==> src/verilog/ptu_pkg.sv <==
// constants for the periodic tick unit: register map, field positions, tap ratios
// assumes a 32-bit AHB-Lite slave; one aligned word per register
package ptu_pkg;
  // register byte offsets
  localparam logic [7:0] CTRL_OFS   = 8'h00;
  localparam logic [7:0] STATUS_OFS = 8'h04;
  localparam logic [7:0] MASK_OFS   = 8'h08;
  localparam logic [7:0] COUNT_OFS  = 8'h0c;
  // control register fields
  localparam int CTRL_EN_BIT    = 0;
  localparam int CTRL_IE_BIT    = 1;
  localparam int CTRL_ACK_BIT   = 2;
  localparam int CTRL_RATE_LSB  = 4;
  localparam int CTRL_PREDIV_BIT = 8;
  localparam int CTRL_OSCSTOP_BIT = 9;
  // status register fields
  localparam int STAT_FLAG_BIT  = 0;
  localparam int STAT_STOP_BIT  = 8;
  localparam int STAT_WAIT_BIT  = 9;
  // chain geometry
  localparam int CHAIN_W        = 15;
  localparam int PREDIV_W       = 7;
  localparam logic [6:0] PREDIV_MAX = 7'h7f;
  localparam logic [31:0] RESET_WORD = 32'h0000_0000;
  // htrans encodings
  localparam logic [1:0] HTRANS_NONSEQ = 2'h2;
  localparam logic [1:0] HTRANS_SEQ    = 2'h3;
  typedef logic [3:0] ptu_tap_t;
  // chain bit index whose rising edge is the overflow for each rate code
  // ratios 32768,8192,2048,128,64,32,16,8 -> bits 14,12,10,6,5,4,3,2
  localparam ptu_tap_t TAP_0 = 4'he;
  localparam ptu_tap_t TAP_1 = 4'hc;
  localparam ptu_tap_t TAP_2 = 4'ha;
  localparam ptu_tap_t TAP_3 = 4'h6;
  localparam ptu_tap_t TAP_4 = 4'h5;
  localparam ptu_tap_t TAP_5 = 4'h4;
  localparam ptu_tap_t TAP_6 = 4'h3;
  localparam ptu_tap_t TAP_7 = 4'h2;
endpackage

==> src/verilog/ptu_divider.sv <==
// divider chain of the periodic tick unit with optional divide-by-128 front stage
// assumes xclk_tick_in is a one-cycle pulse on clk_in, already synchronised
`timescale 1ns/1ps
module ptu_divider (
  input  wire logic       clk_in,        // system clock
  input  wire logic       rst_b_in,      // sync reset, active low
  input  wire logic       run_in,        // chain enabled; low clears it
  input  wire logic       xclk_tick_in,  // one pulse per crystal clock rising edge
  input  wire logic       prediv_in,     // insert divide-by-128
  input  wire logic [2:0] rate_in,       // tap select
  output logic            ovf_out,       // one-cycle overflow pulse
  output logic [14:0]     count_out      // chain value
);
  logic [14:0] chain_reg, chain_next;
  logic [6:0]  pre_reg, pre_next;
  logic        ovf_reg, ovf_next;
  logic        adv;
  ptu_pkg::ptu_tap_t tap;

  always_comb begin
    unique case (rate_in)
      3'h0: tap = ptu_pkg::TAP_0;
      3'h1: tap = ptu_pkg::TAP_1;
      3'h2: tap = ptu_pkg::TAP_2;
      3'h3: tap = ptu_pkg::TAP_3;
      3'h4: tap = ptu_pkg::TAP_4;
      3'h5: tap = ptu_pkg::TAP_5;
      3'h6: tap = ptu_pkg::TAP_6;
      3'h7: tap = ptu_pkg::TAP_7;
    endcase
  end

  always_comb begin
    pre_next   = pre_reg;
    chain_next = chain_reg;
    ovf_next   = 1'b0;
    adv        = 1'b0;
    if (!run_in) begin
      pre_next   = '0;
      chain_next = '0;
    end else if (xclk_tick_in) begin
      if (prediv_in) begin
        pre_next = pre_reg + 7'h01;
        adv      = (pre_reg == ptu_pkg::PREDIV_MAX);
      end else begin
        adv = 1'b1;
      end
      if (adv) begin
        chain_next = chain_reg + 15'h0001;
        // the tap bit rises first after half its period from zero, then once a period
        ovf_next = ~chain_reg[tap] & chain_next[tap];
      end
    end
  end

  always_ff @(posedge clk_in) begin
    if (!rst_b_in) begin
      pre_reg   <= '0;
      chain_reg <= '0;
      ovf_reg   <= 1'b0;
    end else begin
      pre_reg   <= pre_next;
      chain_reg <= chain_next;
      ovf_reg   <= ovf_next;
    end
  end

  assign ovf_out   = ovf_reg;
  assign count_out = chain_reg;
endmodule

==> src/verilog/ptu_top.sv <==
// periodic tick unit: AHB-Lite register slave, divider chain, event flag and interrupt
// assumes crystal_clock_out arrives asynchronously; stop and wait come from the core
// Function
// divider chain has fifteen stages, eight outputs selectable as overflow taps
// configuration option inserts divide-by-128 ahead of the chain
// counter held at zero while disabled, counts from zero once enabled
// event flag set on each overflow at the selected tap
// interrupt requested while flag set and interrupt enable set; the code also requires the mask register bit set
// writing one to acknowledge clears the flag; software acknowledges every event
// first event near half period after enabling, later ones at full period
// without predivide codes 0-7 divide by 32768,8192,2048,128,64,32,16,8
// with predivide codes 0-7 divide by 4194304 down to 1024
// software leaves the rate select alone while enabled
// keeps counting in stop when oscillator-run-in-stop is set
// idle in stop without that option; registers closed during stop
// keeps running in wait; registers closed during wait
// software should disable before wait when events not needed
// count clock derived from the crystal clock output
// overflow coinciding with acknowledge leaves the flag set
`timescale 1ns/1ps
module ptu_top (
  input  wire logic        clk_in,             // 100 MHz system clock
  input  wire logic        rst_b_in,           // sync reset, active low
  input  wire logic        hsel_in,            // ahb slave select
  input  wire logic [31:0] haddr_in,           // ahb address
  input  wire logic [1:0]  htrans_in,          // ahb transfer type
  input  wire logic        hwrite_in,          // ahb write
  input  wire logic [2:0]  hsize_in,           // ahb size
  input  wire logic [31:0] hwdata_in,          // ahb write data
  input  wire logic        hready_in,          // ahb bus ready
  input  wire logic        crystal_clock_out_in, // crystal clock from the generator
  input  wire logic        stop_mode_in,       // core is in stop
  input  wire logic        wait_mode_in,       // core is in wait
  output logic [31:0]      hrdata_out,         // ahb read data
  output logic             hreadyout_out,      // ahb ready out
  output logic             hresp_out,          // ahb response, always okay
  output logic             irq_out,            // level interrupt request
  output logic             tick_event_flag_out // event flag
);
  // synchronisers for pins
  logic [1:0] xclk_sync_reg, stop_sync_reg, wait_sync_reg;
  logic       xclk_last_reg;
  // control state
  logic       tick_enable_reg, tick_enable_next;
  logic       tick_irq_enable_reg, tick_irq_enable_next;
  logic [2:0] tick_rate_select_reg, tick_rate_select_next;
  logic       predivide_select_reg, predivide_select_next;
  logic       osc_run_in_stop_reg, osc_run_in_stop_next;
  logic       flag_reg, flag_next;
  logic       mask_reg, mask_next;
  logic       irq_reg, irq_next;
  // bus data phase
  logic       dp_wr_reg, dp_wr_next;
  logic       dp_rd_reg, dp_rd_next;
  logic [7:0] dp_addr_reg, dp_addr_next;
  logic [31:0] rdata_reg, rdata_next;
  // misc
  logic        xclk_tick, in_stop, in_wait, chain_run, ovf, ack, closed, addr_ok;
  logic [14:0] count;

  always_ff @(posedge clk_in) begin
    if (!rst_b_in) begin
      xclk_sync_reg <= 2'h0;
      stop_sync_reg <= 2'h0;
      wait_sync_reg <= 2'h0;
      xclk_last_reg <= 1'b0;
    end else begin
      xclk_sync_reg <= {xclk_sync_reg[0], crystal_clock_out_in};
      stop_sync_reg <= {stop_sync_reg[0], stop_mode_in};
      wait_sync_reg <= {wait_sync_reg[0], wait_mode_in};
      xclk_last_reg <= xclk_sync_reg[1];
    end
  end

  // count source is the crystal clock, seen as rising edges on the system clock
  assign xclk_tick = xclk_sync_reg[1] & ~xclk_last_reg;
  assign in_stop   = stop_sync_reg[1];
  assign in_wait   = wait_sync_reg[1];
  // stop clears and holds the chain at zero unless the oscillator keeps running; wait does not
  assign chain_run = tick_enable_reg & (~in_stop | osc_run_in_stop_reg);
  // the processor cannot reach the registers in low-power modes
  assign closed    = in_stop | in_wait;

  ptu_divider u_div (
    .clk_in       (clk_in),
    .rst_b_in     (rst_b_in),
    .run_in       (chain_run),
    .xclk_tick_in (xclk_tick & ~(in_stop & ~osc_run_in_stop_reg)),
    .prediv_in    (predivide_select_reg),
    .rate_in      (tick_rate_select_reg),
    .ovf_out      (ovf),
    .count_out    (count)
  );

  assign addr_ok = (dp_addr_reg == ptu_pkg::CTRL_OFS) || (dp_addr_reg == ptu_pkg::STATUS_OFS)
                || (dp_addr_reg == ptu_pkg::MASK_OFS) || (dp_addr_reg == ptu_pkg::COUNT_OFS);
  assign ack = dp_wr_reg && !closed && (dp_addr_reg == ptu_pkg::CTRL_OFS)
               && hwdata_in[ptu_pkg::CTRL_ACK_BIT];

  // bus address phase capture; writes land in the data phase
  always_comb begin
    dp_wr_next   = 1'b0;
    dp_rd_next   = 1'b0;
    dp_addr_next = dp_addr_reg;
    if (hsel_in && hready_in && (htrans_in == ptu_pkg::HTRANS_NONSEQ
                                 || htrans_in == ptu_pkg::HTRANS_SEQ)) begin
      dp_wr_next   = hwrite_in;
      dp_rd_next   = ~hwrite_in;
      dp_addr_next = haddr_in[7:0];
    end
  end

  // read data is registered in the address phase so hrdata stands from a flop
  always_comb begin
    rdata_next = ptu_pkg::RESET_WORD;
    if (dp_rd_next && !closed) begin
      unique case (dp_addr_next)
        ptu_pkg::CTRL_OFS: begin
          rdata_next[ptu_pkg::CTRL_EN_BIT]      = tick_enable_reg;
          rdata_next[ptu_pkg::CTRL_IE_BIT]      = tick_irq_enable_reg;
          rdata_next[ptu_pkg::CTRL_RATE_LSB +: 3] = tick_rate_select_reg;
          rdata_next[ptu_pkg::CTRL_PREDIV_BIT]  = predivide_select_reg;
          rdata_next[ptu_pkg::CTRL_OSCSTOP_BIT] = osc_run_in_stop_reg;
        end
        ptu_pkg::STATUS_OFS: begin
          rdata_next[ptu_pkg::STAT_FLAG_BIT] = flag_reg;
          rdata_next[ptu_pkg::STAT_STOP_BIT] = in_stop;
          rdata_next[ptu_pkg::STAT_WAIT_BIT] = in_wait;
        end
        ptu_pkg::MASK_OFS:  rdata_next[ptu_pkg::STAT_FLAG_BIT] = mask_reg;
        ptu_pkg::COUNT_OFS: rdata_next[ptu_pkg::CHAIN_W-1:0] = count;
        default:            rdata_next = ptu_pkg::RESET_WORD;
      endcase
    end
  end

  // control register writes; ignored while the processor is shut out
  always_comb begin
    tick_enable_next      = tick_enable_reg;
    tick_irq_enable_next  = tick_irq_enable_reg;
    tick_rate_select_next = tick_rate_select_reg;
    predivide_select_next = predivide_select_reg;
    osc_run_in_stop_next  = osc_run_in_stop_reg;
    mask_next             = mask_reg;
    if (dp_wr_reg && !closed) begin
      if (dp_addr_reg == ptu_pkg::CTRL_OFS) begin
        tick_enable_next      = hwdata_in[ptu_pkg::CTRL_EN_BIT];
        tick_irq_enable_next  = hwdata_in[ptu_pkg::CTRL_IE_BIT];
        // changing rate while enabled is software's error; the chain follows at once
        tick_rate_select_next = hwdata_in[ptu_pkg::CTRL_RATE_LSB +: 3];
        predivide_select_next = hwdata_in[ptu_pkg::CTRL_PREDIV_BIT];
        osc_run_in_stop_next  = hwdata_in[ptu_pkg::CTRL_OSCSTOP_BIT];
      end
      if (dp_addr_reg == ptu_pkg::MASK_OFS) begin
        mask_next = hwdata_in[ptu_pkg::STAT_FLAG_BIT];
      end
    end
  end

  // flag: set wins over acknowledge; status write-one-to-clear also acknowledges
  always_comb begin
    flag_next = flag_reg;
    if (ack || (dp_wr_reg && !closed && dp_addr_reg == ptu_pkg::STATUS_OFS
                && hwdata_in[ptu_pkg::STAT_FLAG_BIT])) begin
      flag_next = 1'b0;
    end
    if (ovf) begin
      flag_next = 1'b1;
    end
    irq_next = flag_next & tick_irq_enable_next & mask_next;
  end

  always_ff @(posedge clk_in) begin
    if (!rst_b_in) begin
      tick_enable_reg      <= 1'b0;
      tick_irq_enable_reg  <= 1'b0;
      tick_rate_select_reg <= 3'h0;
      predivide_select_reg <= 1'b0;
      osc_run_in_stop_reg  <= 1'b0;
      mask_reg             <= 1'b1;
      flag_reg             <= 1'b0;
      irq_reg              <= 1'b0;
      dp_wr_reg            <= 1'b0;
      dp_rd_reg            <= 1'b0;
      dp_addr_reg          <= 8'h00;
      rdata_reg            <= 32'h0000_0000;
    end else begin
      tick_enable_reg      <= tick_enable_next;
      tick_irq_enable_reg  <= tick_irq_enable_next;
      tick_rate_select_reg <= tick_rate_select_next;
      predivide_select_reg <= predivide_select_next;
      osc_run_in_stop_reg  <= osc_run_in_stop_next;
      mask_reg             <= mask_next;
      flag_reg             <= flag_next;
      irq_reg              <= irq_next;
      dp_wr_reg            <= dp_wr_next;
      dp_rd_reg            <= dp_rd_next;
      dp_addr_reg          <= dp_addr_next;
      rdata_reg            <= rdata_next;
    end
  end

  assign hrdata_out          = rdata_reg;
  assign hreadyout_out       = 1'b1;
  assign hresp_out           = 1'b0;
  assign irq_out             = irq_reg;
  assign tick_event_flag_out = flag_reg;
endmodule

==> config.mk <==
export PLATFORM = sky130hd
export DESIGN_NAME = ptu_top
export DESIGN_NICKNAME = d
export VERILOG_FILES = /design/src/verilog/ptu_pkg.sv /design/src/verilog/ptu_divider.sv /design/src/verilog/ptu_top.sv
export SDC_FILE = /design/constraint.sdc
export NUM_CORES = 1
export LEC_CHECK = 0
export BUFFER_PORTS_ARGS = -buffer_cell sky130_fd_sc_hd__buf_2
export CORE_MARGIN = 4
export CORE_UTILIZATION = 45
export DETAILED_ROUTE_END_ITERATION = 7
export PLACE_DENSITY_LB_ADDON = 0.08
export SLEW_MARGIN = 30
export SYNTH_ARGS = -nofsm -noshare
export SYNTH_HDL_FRONTEND = slang
export SYNTH_SLANG_ARGS = --single-unit
==> constraint.sdc <==
create_clock -name clk_in -period 2 [get_ports clk_in]
set_input_delay 0.2 -clock clk_in [delete_from_list [all_inputs] [get_ports clk_in]]
set_output_delay 0.2 -clock clk_in [all_outputs]
set_load 0.03 [all_outputs]
==> flow_summary.ini <==
[run_status]
outcome = completed

[synth]
synth_edf_count = 0
synth_seq_area_share_pct = 42.4
synthCells = 365
syn_avg_cell_area_sq_um = 8.81
netlist_area_sq_um = 3210
yosysWarnings = 0
ys_seq_elements = 68
synth_ff_type = dfxtp_1
yosysUniqueCellTypes = 56
async_flop_share_pct = 0

[die]
die_area_sq_um = 8560
start_util_pct = 46.8
ioPinCount = 113
die_y_um = 92.5
core_sq_um = 6870
die_x_um = 92.5
num_rows = 30

[run]
cap_violations = 0

[worst_setup_path]
startpoint = wait_sync_reg[1]$_SDFF_PN0_
required_ns = 2.26
crit_arrival_ns = 2.14
r2r-start = wait_sync_reg[1]$_SDFF_PN0_
ff2ff_setup_slack_ns = 0.12
path_class = reg -> reg
critPathCaptureType = register
r2r_cells = 5
r2r-end = hrdata_out[6]$_SDFF_PN0_
crit_end = hrdata_out[6]$_SDFF_PN0_
startpoint_type = register
crit_fanout = 9

[placement]
post-dp-hpwl_um = 5600
post-place-ws_ns = 0.0411
port_buffers = 41
gp_congestion = 0.880

[power]
switching_share_pct = 21.4
p_int_mw = 2.33
p_per_area_nw_per_um2 = 765
p_leak_nw = 1.49
vdd_drop_max_uv = 933
p_clk_share_pct = 47.9
comb_power_share_pct = 5.6
seq_power_share_pct = 46.5
p_sw_mw = 0.635

[global_route]
antenna_found_initial = 0
grt_pass1_vias = 2531
overflow = 0
grt_max_degree = 23
grt_pass1_wl_um = 12000
grt_usage_pct = 17.8

[clock_network]
cts_buffers = 9
htree_levels = 3
clk_pin_slew_ns = 0.07
cts_tree = built
cts_max_path_buffers = 2
worstSkewPairLatency_ns = 0.33
cts_root_buf = clkbuf_8
clock-sinks = 68
cts_hold_buf = 0

[timing]
holdWs_ns = 0.0703
fin_ws_ns = 0.116
period_minus_slack_ns = 1.88
fmax_mhz = 531
finalMaxSlewViolations = 0
clock_skew_ns = 0.00743
hold_viol = 0
fin_crit_sh_pct = 94.2
setup_tns_ns = 0
setup_violations = 0

[route]
wl_met2_um = 3420
detail_route.vias_per_cell = 5.15
ant_nets = 0
drt_iter0_markers = 144
drc = 0
wirelength_met1_um = 3540
detail_route.wirelength_um = 7410
top_layer = met4
vias = 2707
wl_per_cell_um = 14.1
dr.pass1.iters = 5
wl_met3_um = 366

[final_layout]
drive_gt1_share_pct = 23.3
diodes = 0
synthToLayoutAreaGrowth_pct = 20.4
n_fill_cell = 672
finalNetCount = 504

[min_path]
hp-class = in -> reg
final cells by class:
cell class                      count  area, sq um  share of cell area, %
Inverter                           10         37.5                  0.970
Tap cell                           96          120                   3.10
Timing Repair Buffer               69          419                   10.8
Clock buffer                       11          151                   3.91
Multi-Input combinational cell    267         1680                   43.3
Clock inverter                      5          106                   2.75
Sequential cell                    68         1360                   35.2
power groups by stage:
stage / Combinational [mW] / Clock [mW] / Sequential (mW)
floorplan: 0.142 / 0 / 1.40
global placement: 0.160 / 0 / 1.41
detailed placement: 0.161 / 0 / 1.41
CTS: 0.162 / 1.45 / 1.38
global route: 0.179 / 1.52 / 1.38
finish: 0.165 / 1.42 / 1.38
cell usage after synthesis, types with 3 or more instances:
cell type | number | area [sq um]
nor3_2 | 3 | 30.0
nor3_1 | 7 | 35.0
inv_1 | 9 | 33.8
nor2b_1 | 3 | 18.8
a21oi_1 | 12 | 60.1
nor4_1 | 4 | 25.0
mux2_2 | 3 | 33.8
and2_1 | 16 | 100
xor2_1 | 8 | 70.1
nand4_1 | 14 | 87.6
o21ai_0 | 9 | 45.0
xnor2_1 | 6 | 52.6
nor3b_1 | 3 | 22.5
nor2_1 | 46 | 173
o211ai_1 | 3 | 22.5
mux2i_1 | 21 | 210
nand2b_1 | 4 | 25.0
nand3b_1 | 3 | 22.5
buf_4 | 21 | 158
a22oi_1 | 4 | 30.0
or3_1 | 8 | 50.1
clkbuf_1 | 11 | 41.3
buf_2 | 3 | 15.0
dfxtp_1 | 68 | 1360
nand2_1 | 21 | 78.8
nand3_1 | 15 | 75.1
layout by cell type, fill, tap and decap left out, drive strengths merged, types with 2 or more instances in the layout:
| cell | instances |
|---|---|
| buf | 69 |
| dfxtp | 68 |
| nor2 | 48 |
| nand2 | 21 |
| mux2i | 21 |
| conb | 19 |
| and2 | 17 |
| nand3 | 15 |
| nand4 | 14 |
| a21oi | 12 |
| clkbuf | 11 |
| inv | 11 |
| o21ai | 10 |
| nor3 | 10 |
| or3 | 8 |
| xor2 | 8 |
| xnor2 | 6 |
| nor4 | 5 |
| a22oi | 4 |
| nand2b | 4 |
| nand3b | 3 |
| o211ai | 3 |
| mux2 | 3 |
| nor2b | 3 |
| nor3b | 3 |
| bufinv | 3 |
| or4 | 2 |
| a2bb2oi | 2 |
| and3 | 2 |
| o221ai | 2 |
| o311a | 2 |
| a2111o | 2 |
| o311ai | 2 |
| ha | 2 |
| or2 | 2 |
| a2111oi | 2 |
logic make-up after synthesis:
kind of cell	synth area share [%]
muxes	8.29
other	0.234
adders and majority gates	0.778
AOI/OAI and AO/OA	10.4
buffers and inverters	8.29
DFF	42.4
and+or+nand+nor	25.9
xor gates and xnor gates	3.81
timing repair:
action	CTS	global route
buffers inserted	0	1
gates resized for setup	0	8
endpoints found under the setup margin	0	21
critical path, cell delays in order (launching register included):
cell	delay [ns]
dfxtp_1	0.36
or4_1	0.54
nor4_2	0.16
nand4_1	0.18
or2_1	0.38
nor2_1	0.19
per-stage QoR:
stage / instances / instance area (sq um) / utilization [%] / total power [mW]
finish: 526 / 3870 / 56.4 / 2.96
global placement: 509 / 3580 / 52.1 / 1.57
detailed placement: 509 / 3580 / 52.1 / 1.57
CTS: 525 / 3830 / 55.8 / 2.99
floorplan: 382 / 3280 / - / 1.55
global route: 526 / 3870 / 56.4 / 3.08
worst min path at each step:
stage	slack (ns)	startpoint	cells past startpoint	endpoint
3_5_place_dp	0.41	crystal_clock_out_in	2	xclk_sync_reg[0]$_SDFF_PN0_
3_3_place_gp	0.41	wait_mode_in	2	wait_sync_reg[0]$_SDFF_PN0_
6_report	0.07	stop_mode_in	2	stop_sync_reg[0]$_SDFF_PN0_
4_1_cts	0.06	stop_mode_in	2	stop_sync_reg[0]$_SDFF_PN0_
5_1_grt	0.07	wait_mode_in	2	wait_sync_reg[0]$_SDFF_PN0_
2_1_floorplan	0.32	hwrite_in	2	dp_wr_reg$_SDFF_PN0_
layer usage:
metal / GRT usage [%] / up-vias
li1: - / 1367
met1: 23.5 / 1266
met2: 28.9 / 64
met3: 4.39 / 10
met4: 4.70 / 0
met5: 0 / -
No activity file was read; power rests on OpenSTA's default activity.
